**config.mk**
```make
export PLATFORM = sky130hd
export DESIGN_NAME = mem_space_decoder
export DESIGN_NICKNAME = d
export VERILOG_FILES = /design/src/rtl/mem_space_pkg.sv /design/src/rtl/mem_space_decoder.sv /design/src/rtl/stack_ptr_reg.sv
export VERILOG_INCLUDE_DIRS = /design/src /design/src/rtl
export SDC_FILE = /design/constraint.sdc
export NUM_CORES = 1
export LEC_CHECK = 0
export CAP_MARGIN = 20
export CORE_UTILIZATION = 45
export CTS_CLUSTER_DIAMETER = 50
export DETAILED_ROUTE_END_ITERATION = 7
export DONT_BUFFER_PORTS = 1
export GPL_ROUTABILITY_DRIVEN = 0
export SLEW_MARGIN = 15
export SYNTH_ARGS = -nofsm -noshare
export SYNTH_HDL_FRONTEND = slang
export SYNTH_SLANG_ARGS = --single-unit
```
**constraint.sdc**
```tcl
create_clock -name clk_i -period 4.7 [get_ports clk_i]
set_input_delay 0 -clock clk_i [delete_from_list [all_inputs] [get_ports clk_i]]
set_output_delay 0 -clock clk_i [all_outputs]
set_load 0.02 [all_outputs]
```
**src/rtl/mem_space_params.svh**
```systemverilog
// Address map constants for the memory space decoder
`ifndef MEM_SPACE_PARAMS_SVH
`define MEM_SPACE_PARAMS_SVH
`define IO_END          16'h0fff
`define EE_BASE         16'h1000
`define EE_END_2K       16'h17ff
`define EE_END_1K       16'h13ff
`define SRAM_BASE       16'h2000
`define SRAM_END_8K     16'h3fff
`define SRAM_END_4K     16'h2fff
`define SRAM_END_2K     16'h27ff
`define PORT_IO_END     16'h003f
`define BIT_IO_END      16'h001f
`define SP_LO_ADDR      16'h003d
`define SP_HI_ADDR      16'h003e
`define APP_END_128     17'h0efff
`define TBL_BASE_128    17'h0f000
`define BOOT_BASE_128   17'h10000
`define BOOT_END_128    17'h10fff
`define TBL_BASE_64     17'h07800
`define BOOT_BASE_64    17'h08000
`define BOOT_END_64     17'h087ff
`define TBL_BASE_32     17'h03800
`define BOOT_BASE_32    17'h04000
`define BOOT_END_32     17'h047ff
`define TBL_BASE_16     17'h01800
`define BOOT_BASE_16    17'h02000
`define BOOT_END_16     17'h027ff
`define PC_RESET        17'h00000
`endif

```
**src/rtl/mem_space_pkg.sv**
```systemverilog
// Types shared by the memory space decoder
package mem_space_pkg;
    typedef enum logic [1:0] {VAR_16K, VAR_32K, VAR_64K, VAR_128K} variant_t;
    typedef enum logic [2:0] {RGN_IO, RGN_EE, RGN_SRAM, RGN_RSVD} data_rgn_t;
    typedef enum logic [1:0] {SEC_APP, SEC_TABLE, SEC_BOOT, SEC_NONE} flash_sec_t;
    typedef enum logic [2:0] {
        OP_NONE, OP_MEM_READ, OP_MEM_WRITE, OP_PORT_READ, OP_PORT_WRITE,
        OP_BIT_SET, OP_BIT_CLEAR, OP_BIT_TEST
    } data_op_t;
    typedef struct packed {
        data_op_t    op;
        logic [15:0] addr;
        logic [7:0]  wdata;
        logic [2:0]  bit_sel;
    } data_req_t;
    typedef struct packed {
        logic [1:0] wr_lock;
        logic [1:0] rd_lock;
    } sec_lock_t;
endpackage

```
**src/rtl/mem_space_decoder.sv**
```systemverilog
// Data and program memory space decoder with reset state
`timescale 1ns/1ps
`default_nettype none
`include "mem_space_params.svh"
module mem_space_decoder
    import mem_space_pkg::*;
(
    // Clock and reset
    input  wire logic        clk_i,
    input  wire logic        rst_i,
    // Variant strap
    input  wire variant_t    variant_i,
    // Data access from the core
    input  wire data_req_t   req_i,
    input  wire logic [7:0]  rdata_i,
    // Program flow from the core
    input  wire logic        pc_load_i,
    input  wire logic [16:0] pc_target_i,
    input  wire logic        pc_step_i,
    input  wire logic        pc_step2_i,
    input  wire logic        push_ret_i,
    // Flash write request and locks
    input  wire logic        flash_wr_i,
    input  wire logic [16:0] flash_addr_i,
    input  wire sec_lock_t   app_lock_i,
    input  wire sec_lock_t   tbl_lock_i,
    input  wire sec_lock_t   boot_lock_i,
    // Data side outputs
    output data_rgn_t        region_o,
    output logic             io_sel_o,
    output logic             ee_sel_o,
    output logic             sram_sel_o,
    output logic             wr_en_o,
    output logic             rd_en_o,
    output logic             op_illegal_o,
    output logic [7:0]       rdata_o,
    output logic             skip_o,
    // Program side outputs
    output logic [16:0]      program_counter_o,
    output flash_sec_t       fetch_sec_o,
    output logic             fetch_ok_o,
    output logic             flash_wr_en_o,
    output logic [15:0]      stack_pointer_o
);
    // ------------------------------------------------------------
    // Decode functions
    // ------------------------------------------------------------
    function automatic data_rgn_t data_region(input logic [15:0] a, input variant_t v);
        logic [15:0] ee_end;
        logic [15:0] sr_end;
        ee_end = (v == VAR_64K || v == VAR_128K) ? `EE_END_2K : `EE_END_1K;
        sr_end = (v == VAR_128K) ? `SRAM_END_8K :
                 (v == VAR_16K)  ? `SRAM_END_2K : `SRAM_END_4K;
        if (a <= `IO_END)
            data_region = RGN_IO;
        else if (a <= ee_end)
            data_region = RGN_EE;
        else if (a >= `SRAM_BASE && a <= sr_end)
            data_region = RGN_SRAM;
        else
            data_region = RGN_RSVD;
    endfunction

    function automatic flash_sec_t flash_section(input logic [16:0] w, input variant_t v);
        logic [16:0] tb;
        logic [16:0] bb;
        logic [16:0] be;
        unique case (v)
            VAR_128K: begin tb = `TBL_BASE_128; bb = `BOOT_BASE_128; be = `BOOT_END_128; end
            VAR_64K:  begin tb = `TBL_BASE_64;  bb = `BOOT_BASE_64;  be = `BOOT_END_64;  end
            VAR_32K:  begin tb = `TBL_BASE_32;  bb = `BOOT_BASE_32;  be = `BOOT_END_32;  end
            VAR_16K:  begin tb = `TBL_BASE_16;  bb = `BOOT_BASE_16;  be = `BOOT_END_16;  end
        endcase
        if (w < tb)
            flash_section = SEC_APP;
        else if (w < bb)
            flash_section = SEC_TABLE;
        else if (w <= be)
            flash_section = SEC_BOOT;
        else
            flash_section = SEC_NONE;
    endfunction

    function automatic sec_lock_t lock_of(input flash_sec_t s, input sec_lock_t a,
                                          input sec_lock_t t, input sec_lock_t b);
        unique case (s)
            SEC_APP:   lock_of = a;
            SEC_TABLE: lock_of = t;
            SEC_BOOT:  lock_of = b;
            SEC_NONE:  lock_of = '{wr_lock: 2'b11, rd_lock: 2'b11};
        endcase
    endfunction

    // ------------------------------------------------------------
    // Strap capture and data decode
    // ------------------------------------------------------------
    variant_t  variant_r;
    data_rgn_t rgn;
    logic      is_io;
    logic      port_ok;
    logic      bit_ok;
    logic      is_wr;
    logic      is_rd;
    logic      legal;

    // Strap pin passes two flops; no reset, so the value has settled by the
    // end of the reset pulse and the stack top loads the right size at release
    variant_t  variant_meta_r;
    always_ff @(posedge clk_i)
    begin
        variant_meta_r <= variant_i;
        variant_r      <= variant_meta_r;
    end

    always_comb
    begin
        rgn     = data_region(req_i.addr, variant_r);
        is_io   = (rgn == RGN_IO);
        port_ok = req_i.addr <= `PORT_IO_END;
        bit_ok  = req_i.addr <= `BIT_IO_END;
        unique case (req_i.op)
            OP_MEM_READ, OP_MEM_WRITE: legal = 1'b1;
            OP_PORT_READ, OP_PORT_WRITE: legal = port_ok;
            OP_BIT_SET, OP_BIT_CLEAR, OP_BIT_TEST: legal = bit_ok;
            OP_NONE: legal = 1'b0;
        endcase
        is_wr = legal && (req_i.op == OP_MEM_WRITE || req_i.op == OP_PORT_WRITE ||
                          req_i.op == OP_BIT_SET || req_i.op == OP_BIT_CLEAR);
        is_rd = legal && (req_i.op == OP_MEM_READ || req_i.op == OP_PORT_READ ||
                          req_i.op == OP_BIT_TEST || req_i.op == OP_BIT_SET ||
                          req_i.op == OP_BIT_CLEAR);
    end

    always_ff @(posedge clk_i or posedge rst_i)
    begin
        if (rst_i)
        begin
            region_o     <= RGN_RSVD;
            io_sel_o     <= 1'b0;
            ee_sel_o     <= 1'b0;
            sram_sel_o   <= 1'b0;
            wr_en_o      <= 1'b0;
            rd_en_o      <= 1'b0;
            op_illegal_o <= 1'b0;
        end
        else
        begin
            region_o     <= rgn;
            io_sel_o     <= legal && is_io;
            ee_sel_o     <= legal && rgn == RGN_EE;
            sram_sel_o   <= legal && rgn == RGN_SRAM;
            wr_en_o      <= is_wr && rgn != RGN_RSVD;
            rd_en_o      <= is_rd && rgn != RGN_RSVD;
            op_illegal_o <= req_i.op != OP_NONE && !legal;
        end
    end

    // Read data return, taken while the read strobe stands; reserved reads as zero
    logic [2:0] bit_prev_r;
    data_op_t   op_prev_r;
    always_ff @(posedge clk_i or posedge rst_i)
    begin
        if (rst_i)
        begin
            bit_prev_r <= 3'h0;
            op_prev_r  <= OP_NONE;
            rdata_o    <= 8'h00;
            skip_o     <= 1'b0;
        end
        else
        begin
            bit_prev_r <= req_i.bit_sel;
            op_prev_r  <= req_i.op;
            rdata_o    <= rd_en_o ? rdata_i : 8'h00;
            skip_o     <= rd_en_o && op_prev_r == OP_BIT_TEST &&
                          rdata_i[bit_prev_r] == 1'b1;
        end
    end

    // ------------------------------------------------------------
    // Program counter, fetch and flash write gating
    // ------------------------------------------------------------
    flash_sec_t pc_sec;
    flash_sec_t wr_sec;
    sec_lock_t  wr_lock;
    sec_lock_t  pc_lock;
    assign pc_sec  = flash_section(program_counter_o, variant_r);
    assign pc_lock = lock_of(pc_sec, app_lock_i, tbl_lock_i, boot_lock_i);
    assign wr_sec  = flash_section(flash_addr_i, variant_r);
    assign wr_lock = lock_of(wr_sec, app_lock_i, tbl_lock_i, boot_lock_i);

    always_ff @(posedge clk_i or posedge rst_i)
    begin
        if (rst_i)
            program_counter_o <= `PC_RESET;
        else if (pc_load_i)
            program_counter_o <= pc_target_i;
        else if (pc_step2_i)
            program_counter_o <= program_counter_o + 17'h00002;
        else if (pc_step_i)
            program_counter_o <= program_counter_o + 17'h00001;
    end

    always_ff @(posedge clk_i or posedge rst_i)
    begin
        if (rst_i)
        begin
            fetch_sec_o   <= SEC_APP;
            fetch_ok_o    <= 1'b0;
            flash_wr_en_o <= 1'b0;
        end
        else
        begin
            fetch_sec_o   <= pc_sec;
            fetch_ok_o    <= pc_sec != SEC_NONE && pc_lock.rd_lock != 2'b00;
            flash_wr_en_o <= flash_wr_i && pc_sec == SEC_BOOT &&
                             wr_sec != SEC_NONE && wr_lock.wr_lock == 2'b11;
        end
    end

    // ------------------------------------------------------------
    // Stack pointer
    // ------------------------------------------------------------
    logic [15:0] sram_top;
    logic        sp_wr_lo;
    logic        sp_wr_hi;
    always_comb
    begin
        unique case (variant_r)
            VAR_128K: sram_top = `SRAM_END_8K;
            VAR_16K:  sram_top = `SRAM_END_2K;
            default:  sram_top = `SRAM_END_4K;
        endcase
        sp_wr_lo = is_wr && req_i.addr == `SP_LO_ADDR;
        sp_wr_hi = is_wr && req_i.addr == `SP_HI_ADDR;
    end

    logic [15:0] sp_val;
    stack_ptr_reg u_sp (
        .clk_i   (clk_i),
        .rst_i   (rst_i),
        .top_i   (sram_top),
        .wr_lo_i (sp_wr_lo),
        .wr_hi_i (sp_wr_hi),
        .wdata_i (req_i.wdata),
        .push_i  (push_ret_i),
        .sp_o    (sp_val)
    );

    always_ff @(posedge clk_i or posedge rst_i)
    begin
        if (rst_i)
            stack_pointer_o <= 16'h0000;
        else
            stack_pointer_o <= sp_val;
    end
endmodule // mem_space_decoder
`default_nettype wire

```
**src/rtl/stack_ptr_reg.sv**
```systemverilog
// Stack pointer register, cleared under reset and loaded with top of SRAM on the first edge after release
`timescale 1ns/1ps
`default_nettype none
module stack_ptr_reg
    import mem_space_pkg::*;
(
    // Clock and reset
    input  wire logic        clk_i,
    input  wire logic        rst_i,
    // Reset value and update
    input  wire logic [15:0] top_i,
    input  wire logic        wr_lo_i,
    input  wire logic        wr_hi_i,
    input  wire logic [7:0]  wdata_i,
    input  wire logic        push_i,
    // Current value
    output logic      [15:0] sp_o
);
    logic        init_r;
    logic [15:0] sp_r;

    // Strap top value is loaded on the first edge after release, not under reset
    always_ff @(posedge clk_i or posedge rst_i)
    begin
        if (rst_i)
            init_r <= 1'b1;
        else
            init_r <= 1'b0;
    end

    always_ff @(posedge clk_i or posedge rst_i)
    begin
        if (rst_i)
            sp_r <= 16'h0000;
        else if (init_r)
            sp_r <= top_i;
        else if (push_i)
            sp_r <= sp_r - 16'h0002;
        else if (wr_lo_i)
            sp_r <= {sp_r[15:8], wdata_i};
        else if (wr_hi_i)
            sp_r <= {wdata_i, sp_r[7:0]};
    end

    assign sp_o = sp_r;
endmodule // stack_ptr_reg
`default_nettype wire

```
# == Word level (Yosys, flattened, before mapping) ==
# Index checks and enable logic that the tools add are counted.
# Widths: inputs -> output; s select.
# word_totals
register_bits,82
input_bits,93
output_inout_bits,55
# op_classes
addsub,3
magnitude_cmp,13
eq_ne,26
muxes,29
reduce_logical,40
# ops
op,n
$pmux 17 s4,3
$lt 17x17->1,4
$mux 16,4
$mux 17,3
$le 17x17->1,2
$eq 16x6->1 const B,2
$pmux 13 s2,1
$add 17x1->17 const B,1
$add 17x2->17 const B,1
$logic_and 1x1->1,17
$ge 16x14->1 const B,1
$le 16x12->1 const B,1
$le 16x13->1,1
$le 16x14->1,1
$le 16x5->1 const B,1
$le 16x6->1 const B,1
$pmux 4 s4,1
$sub 16x2->16 const B,1
$eq 3x3->1 const B,5
$eq 2x2->1 const B,7
$mux 13,1
$mux 12,1
$mux 2,6
$reduce_bool 3->1,4
20 further kinds,41

# == Longest topological paths before layout ==
# logic_depth
depth_word,10
ltp_mapped,8
mapped_depth_nobuf,8

# == Hierarchy ==
# Synthesis repeated with hierarchy kept, for this count alone.
# hier_totals
hier_cells,463
hier_area_um2,4466.8
# modules_own_cells
module,n_inst,cells_each,area_each_um2
mem_space_decoder,1,312,3228.1
stack_ptr_reg,1,151,1238.7

# == Worst setup path after synthesis ==
# Ideal clock, no wire load.
# synth_timing
path_type,reg2reg
startpoint,"register u_sp.sp_r[4], in the netlist u_sp.sp_o[4]"
endpoint,"register u_sp.sp_r[8], in the netlist u_sp.sp_o[8]"
setup_ps,125
arrival_ps,1864
required_time_ps,4575
setup_slack_ps,2711
path_stages_with_launch,6
n_path_buf,0
synth_period_minus_slack_ps,1989
path_cell_list,dfrtp_1 > or4_1 > o41ai_1 > o21ai_0 > a221o_1 > mux2_2
# synth_via
elab_chain_len,3
# synth_rtl
item,line_no,source
from (decl),stack_ptr_reg.sv:20,logic [15:0] sp_r;
from (signal assigned),stack_ptr_reg.sv:36,sp_r <= top_i;
from (signal assigned),stack_ptr_reg.sv:38,sp_r <= sp_r - 16'h0002;
from (signal assigned),stack_ptr_reg.sv:40,"sp_r <= {sp_r[15:8], wdata_i};"
$sub 16x2->16,stack_ptr_reg.sv:38,
$mux 16,stack_ptr_reg.sv:37,else if (push_i)
$mux 16,stack_ptr_reg.sv:35,else if (init_r)
# No other way between the ends.
# A chain may end at the register's enable or synchronous reset.

# == Worst setup path in the final report ==
# layout_timing
startpoint,register variant_r[1]
endpoint,register flash_wr_en_o
# layout_via
elab_chain_len,10
# layout_rtl
item,line_no,source
from (decl),mem_space_decoder.sv:97,variant_t variant_r;
from (signal assigned),mem_space_decoder.sv:112,variant_r <= variant_meta_r;
"$eq 2x1->1, or another cell as far along",mem_space_decoder.sv:68,unique case (v)
$pmux 17 s4,mem_space_decoder.sv:68,
$le 17x17->1,mem_space_decoder.sv:78,else if (w <= be)
$mux 1,mem_space_decoder.sv:78,
$mux 2,mem_space_decoder.sv:76,else if (w < bb)
$mux 2,mem_space_decoder.sv:74,if (w < tb)
"$eq 2x2->1, or another cell as far along",mem_space_decoder.sv:86,unique case (s)
$pmux 4 s4 / $logic_and 1x1->1 (equally long branches),"mem_space_decoder.sv:86, mem_space_decoder.sv:216",
$eq 2x2->1 / $logic_and 1x1->1 (equally long branches),"mem_space_decoder.sv:217, mem_space_decoder.sv:216",
$logic_and 1x1->1 (*),mem_space_decoder.sv:217,wr_sec != SEC_NONE && wr_lock.wr_lock == 2'b11;
to (signal assigned),mem_space_decoder.sv:216,flash_wr_en_o <= flash_wr_i && pc_sec == SEC_BOOT &&
to (decl),mem_space_decoder.sv:42,"output logic flash_wr_en_o,"
# Every way passes the cells marked *; elsewhere a longest branch is shown, timed or not. The select of a mux whose other input is x is not followed.

==> out/metrics.cfg <==
[synth]
syn-instance-count = 409
synth-edff-count = 0
synth_compound_area_frac = 0.1461
postSynth.asyncResetShare = 0.9506
netlist_area_mm2 = 0.004273
synthAdderAreaFrac = 0.08199
seq_area_frac_synth = 0.4706
synth_seq_cells = 81
synth-main-ff-cell = dfrtp_1
synth_area_leaders = dfrtp_1 43%, ha_1 8.2%, nand2_1 3.9%
yosys.cell_types.count = 64
synth_simple_gate_area_share = 0.1818
synth.most_common_cell = dfrtp_1
yosys_warnings = 0
synth_top_family_by_area = simple AND/OR/NAND/NOR gates
yosysTopAreaCellShare = 0.4334
muxShareOfSynthArea = 0.03719
avgSynthCellArea_um2 = 10.45
netlist_top_cells_count = 74 x dfrtp_1, 44 x nand2_1, 28 x ha_1
yosysTopAreaCell = dfrtp_1
synthXorXnorAreaFrac = 0.05739

[grt]
grt_pass1_wl_um = 16890
overflow = 0
antenna_found_initial = 0
grt_start_max_net_pins = 78
grt.total_usage = 0.2171
grt_pass1_vias = 3521

[pwr]
irDropWorstVdd_mv = 0.1745
p_int_uw = 1115
sw_frac_of_total = 0.3035
total_leakage_power_uw = 0.002152
p_per_area_mw_per_mm2 = 302.4
p_comb_frac = 0.145
power_frac_seq = 0.521
pwr-share-clk = 0.334
switchingPower_uw = 485.8

[die]
ioPinCount = 148
die_area_mm2 = 0.009889
start_util = 0.4624
core_area_mm2 = 0.009240
row_count = 35
dieHeight_um = 99.45
die-width_um = 99.45

[finish]
multiInputGateArea_mm2 = 0.002163
nNetsFinal = 603
fill_cells = 795
layout.area.seq_mm2 = 0.002011
drive_gt1_frac = 0.07187
insertedDiodeCount = 0
syn_to_final_growth_pct = 23.89
fin_util = 0.5729

[cts]
post_cts_buffers = 0
htreeDepth = 3
path_clk_slew_ns = 0.10
cts.sinks = 81
numCtsBuffers = 9
cts_tree = done
cts_buffer_depth = 2
post_cts_resized = 0
ctsRootBufferMaster = clkbuf_8
clk_latency_ns = 0.35

[place]
place_hpwl_um = 7204
post-place-ws_ns = 2.351
io_buffers = 0

[hold_path]
hold_depth = 4
hp-class = in2reg
hp-start = req_i[12]
hold_end = u_sp.sp_o[11]

[setup_path]
cp-start-kind = flop
rrSetupSlack_ns = 1.49
cp.depth = 9
cp.arrival_ns = 3.50
reg2reg_to = flash_wr_en_o
cp.required_ns = 4.99
cp_cell_sequence = nor2_1 -> ha_1 -> nor3b_1 -> o32ai_1 -> nor2b_1 -> nand4_1 -> dlygate4sd3_1 -> a311oi_1 -> dlygate4sd3_1
cp_top_family = buffers and inverters
worstSetupPathType = reg2reg
cp_max_fo = 7
path_common_cell = dlygate4sd3_1
endpoint_kind = flop
r2r_start = variant_r[1]
path_buf_inv = 2
crit_slowest_cell = dlygate4sd3_1
critPathMaxStageDelay_ns = 0.57
r2r_cells = 9

[sta]
setup_viol = 0
fin_ws_ns = 1.488
min_period_over_period = 0.6834
period_minus_slack_ns = 3.212
hold_viol = 0
fin_tns_setup_ns = 0
timing.hold.ws_ns = 0.04097
max_freq_mhz = 311.3
grt_setup_unrepaired = false
max_slew_margin = 0.3361
worst_pin_slew_ns = 0.9926
skew_ns = 0.01067
slew_viol_final = 0

[detailed_routing]
drc = 0
drtIter0Drc = 78
routedWlPerCell_um = 16.87
wl_um = 10390
ant_nets = 0
vias = 3415
routed_via_density = 5.544
firstDrtPassIters = 4

[job]
drv_cap = 0

[run_status]
status = complete, no violations

[stage by stage]
stage / instances / instance area, um^2 / total power (uW)
5_1_grt: 616 / 5294 / 1688
3_5_place_dp: 533 / 4415 / 1022
3_3_place_gp: 533 / 4415 / 1015
6_report: 616 / 5294 / 1601
2_1_floorplan: 410 / 4277 / 974.9
4_1_cts: 616 / 5294 / 1620
[repair_timing]
item                                   CTS  global route
hold buffers                            67             0
setup endpoints to repair                0             0
endpoints found under the hold margin  133             0
[area by class of cell]
class | instances | area share
inverters | 19 | 0.01371
clock buffers | 9 | 0.02340
repair buffers | 68 | 0.1281
flip-flops and latches | 81 | 0.3798
well taps | 129 | 0.03049
multi-input cells | 303 | 0.4086
clock inverters | 7 | 0.01584
[how the worst max path moves through the flow]
stage	slack, ns	from	endpoint
after floorplan	2.71	u_sp.sp_o[4]	u_sp.sp_o[8]
after global placement	2.42	variant_r[1]	fetch_ok_o
after detailed placement	2.35	variant_r[1]	fetch_ok_o
after CTS	1.46	variant_r[1]	flash_wr_en_o
after global routing	1.27	variant_r[1]	flash_wr_en_o
final	1.49	variant_r[1]	flash_wr_en_o
[metal layers]
layer,track usage,up-vias,wire [um]
li1,-,1647,-
met1,0.2560,1630,4283
met2,0.3755,115,5269
met3,0.05833,23,573
met4,0.08824,0,263
met5,0,-,0
[placed cells by master, fill, tap and decap left out, types with 4 or more instances in the layout]
cell type and count:
a211oi_1 5, o21ai_0 27, nand4_1 9, a21oi_1 16, nand4b_1 4, ha_1 28, nor3_1 9, dlygate4sd3_1 67
xor2_1 13, o21a_1 5, mux2i_1 8, and2_1 10, a22oi_1 8, and3_1 7, nand2_1 44, nand3_1 9
dfxtp_1 4, clkbuf_8 9, xnor2_1 15, nor4_1 7, nor2_1 15, dfrtp_1 74, inv_1 18, nor2b_1 4
or4_1 4
[kinds of logic (layout without fill, tap and decap cells)]
logic type | Yosys count | in the layout
AO/OA/AOI/OAI | 92 | 92
XOR/XNOR | 28 | 28
adder cells (fa/ha/maj) | 28 | 28
buffers and inverters | 26 | 103
flip-flops | 81 | 81
multiplexers | 13 | 13
other | 1 | 2
AND/OR/NAND/NOR | 140 | 140
[flip-flops by register name, indices dropped and copies added, names as in the netlist, 2 cells and up]
signal,cells
program_counter_o,17
stack_pointer_o,16
u_sp.sp_o,16
rdata_o,8
bit_prev_r,3
op_prev_r,3
fetch_sec_o,2
region_o,2
variant_meta_r,2
variant_r,2
[power groups by stage]
stage	Sequential, uW	Clock, uW	Combinational, uW
after floorplan	829	0	146
after global placement	847	0	168
after detailed placement	849	0	173
after CTS	835	552	233
after global routing	841	582	264
final	834	535	232
[worst reg2reg max path: stages (launching register included)]
cell and delay [ns]:
dfxtp_1 0.35, nor2_1 0.48, ha_1 0.37, nor3b_1 0.21, o32ai_1 0.16, nor2b_1 0.13, nand4_1 0.09, dlygate4sd3_1 0.56
a311oi_1 0.23, dlygate4sd3_1 0.57
(Power assumes the default switching activity.)
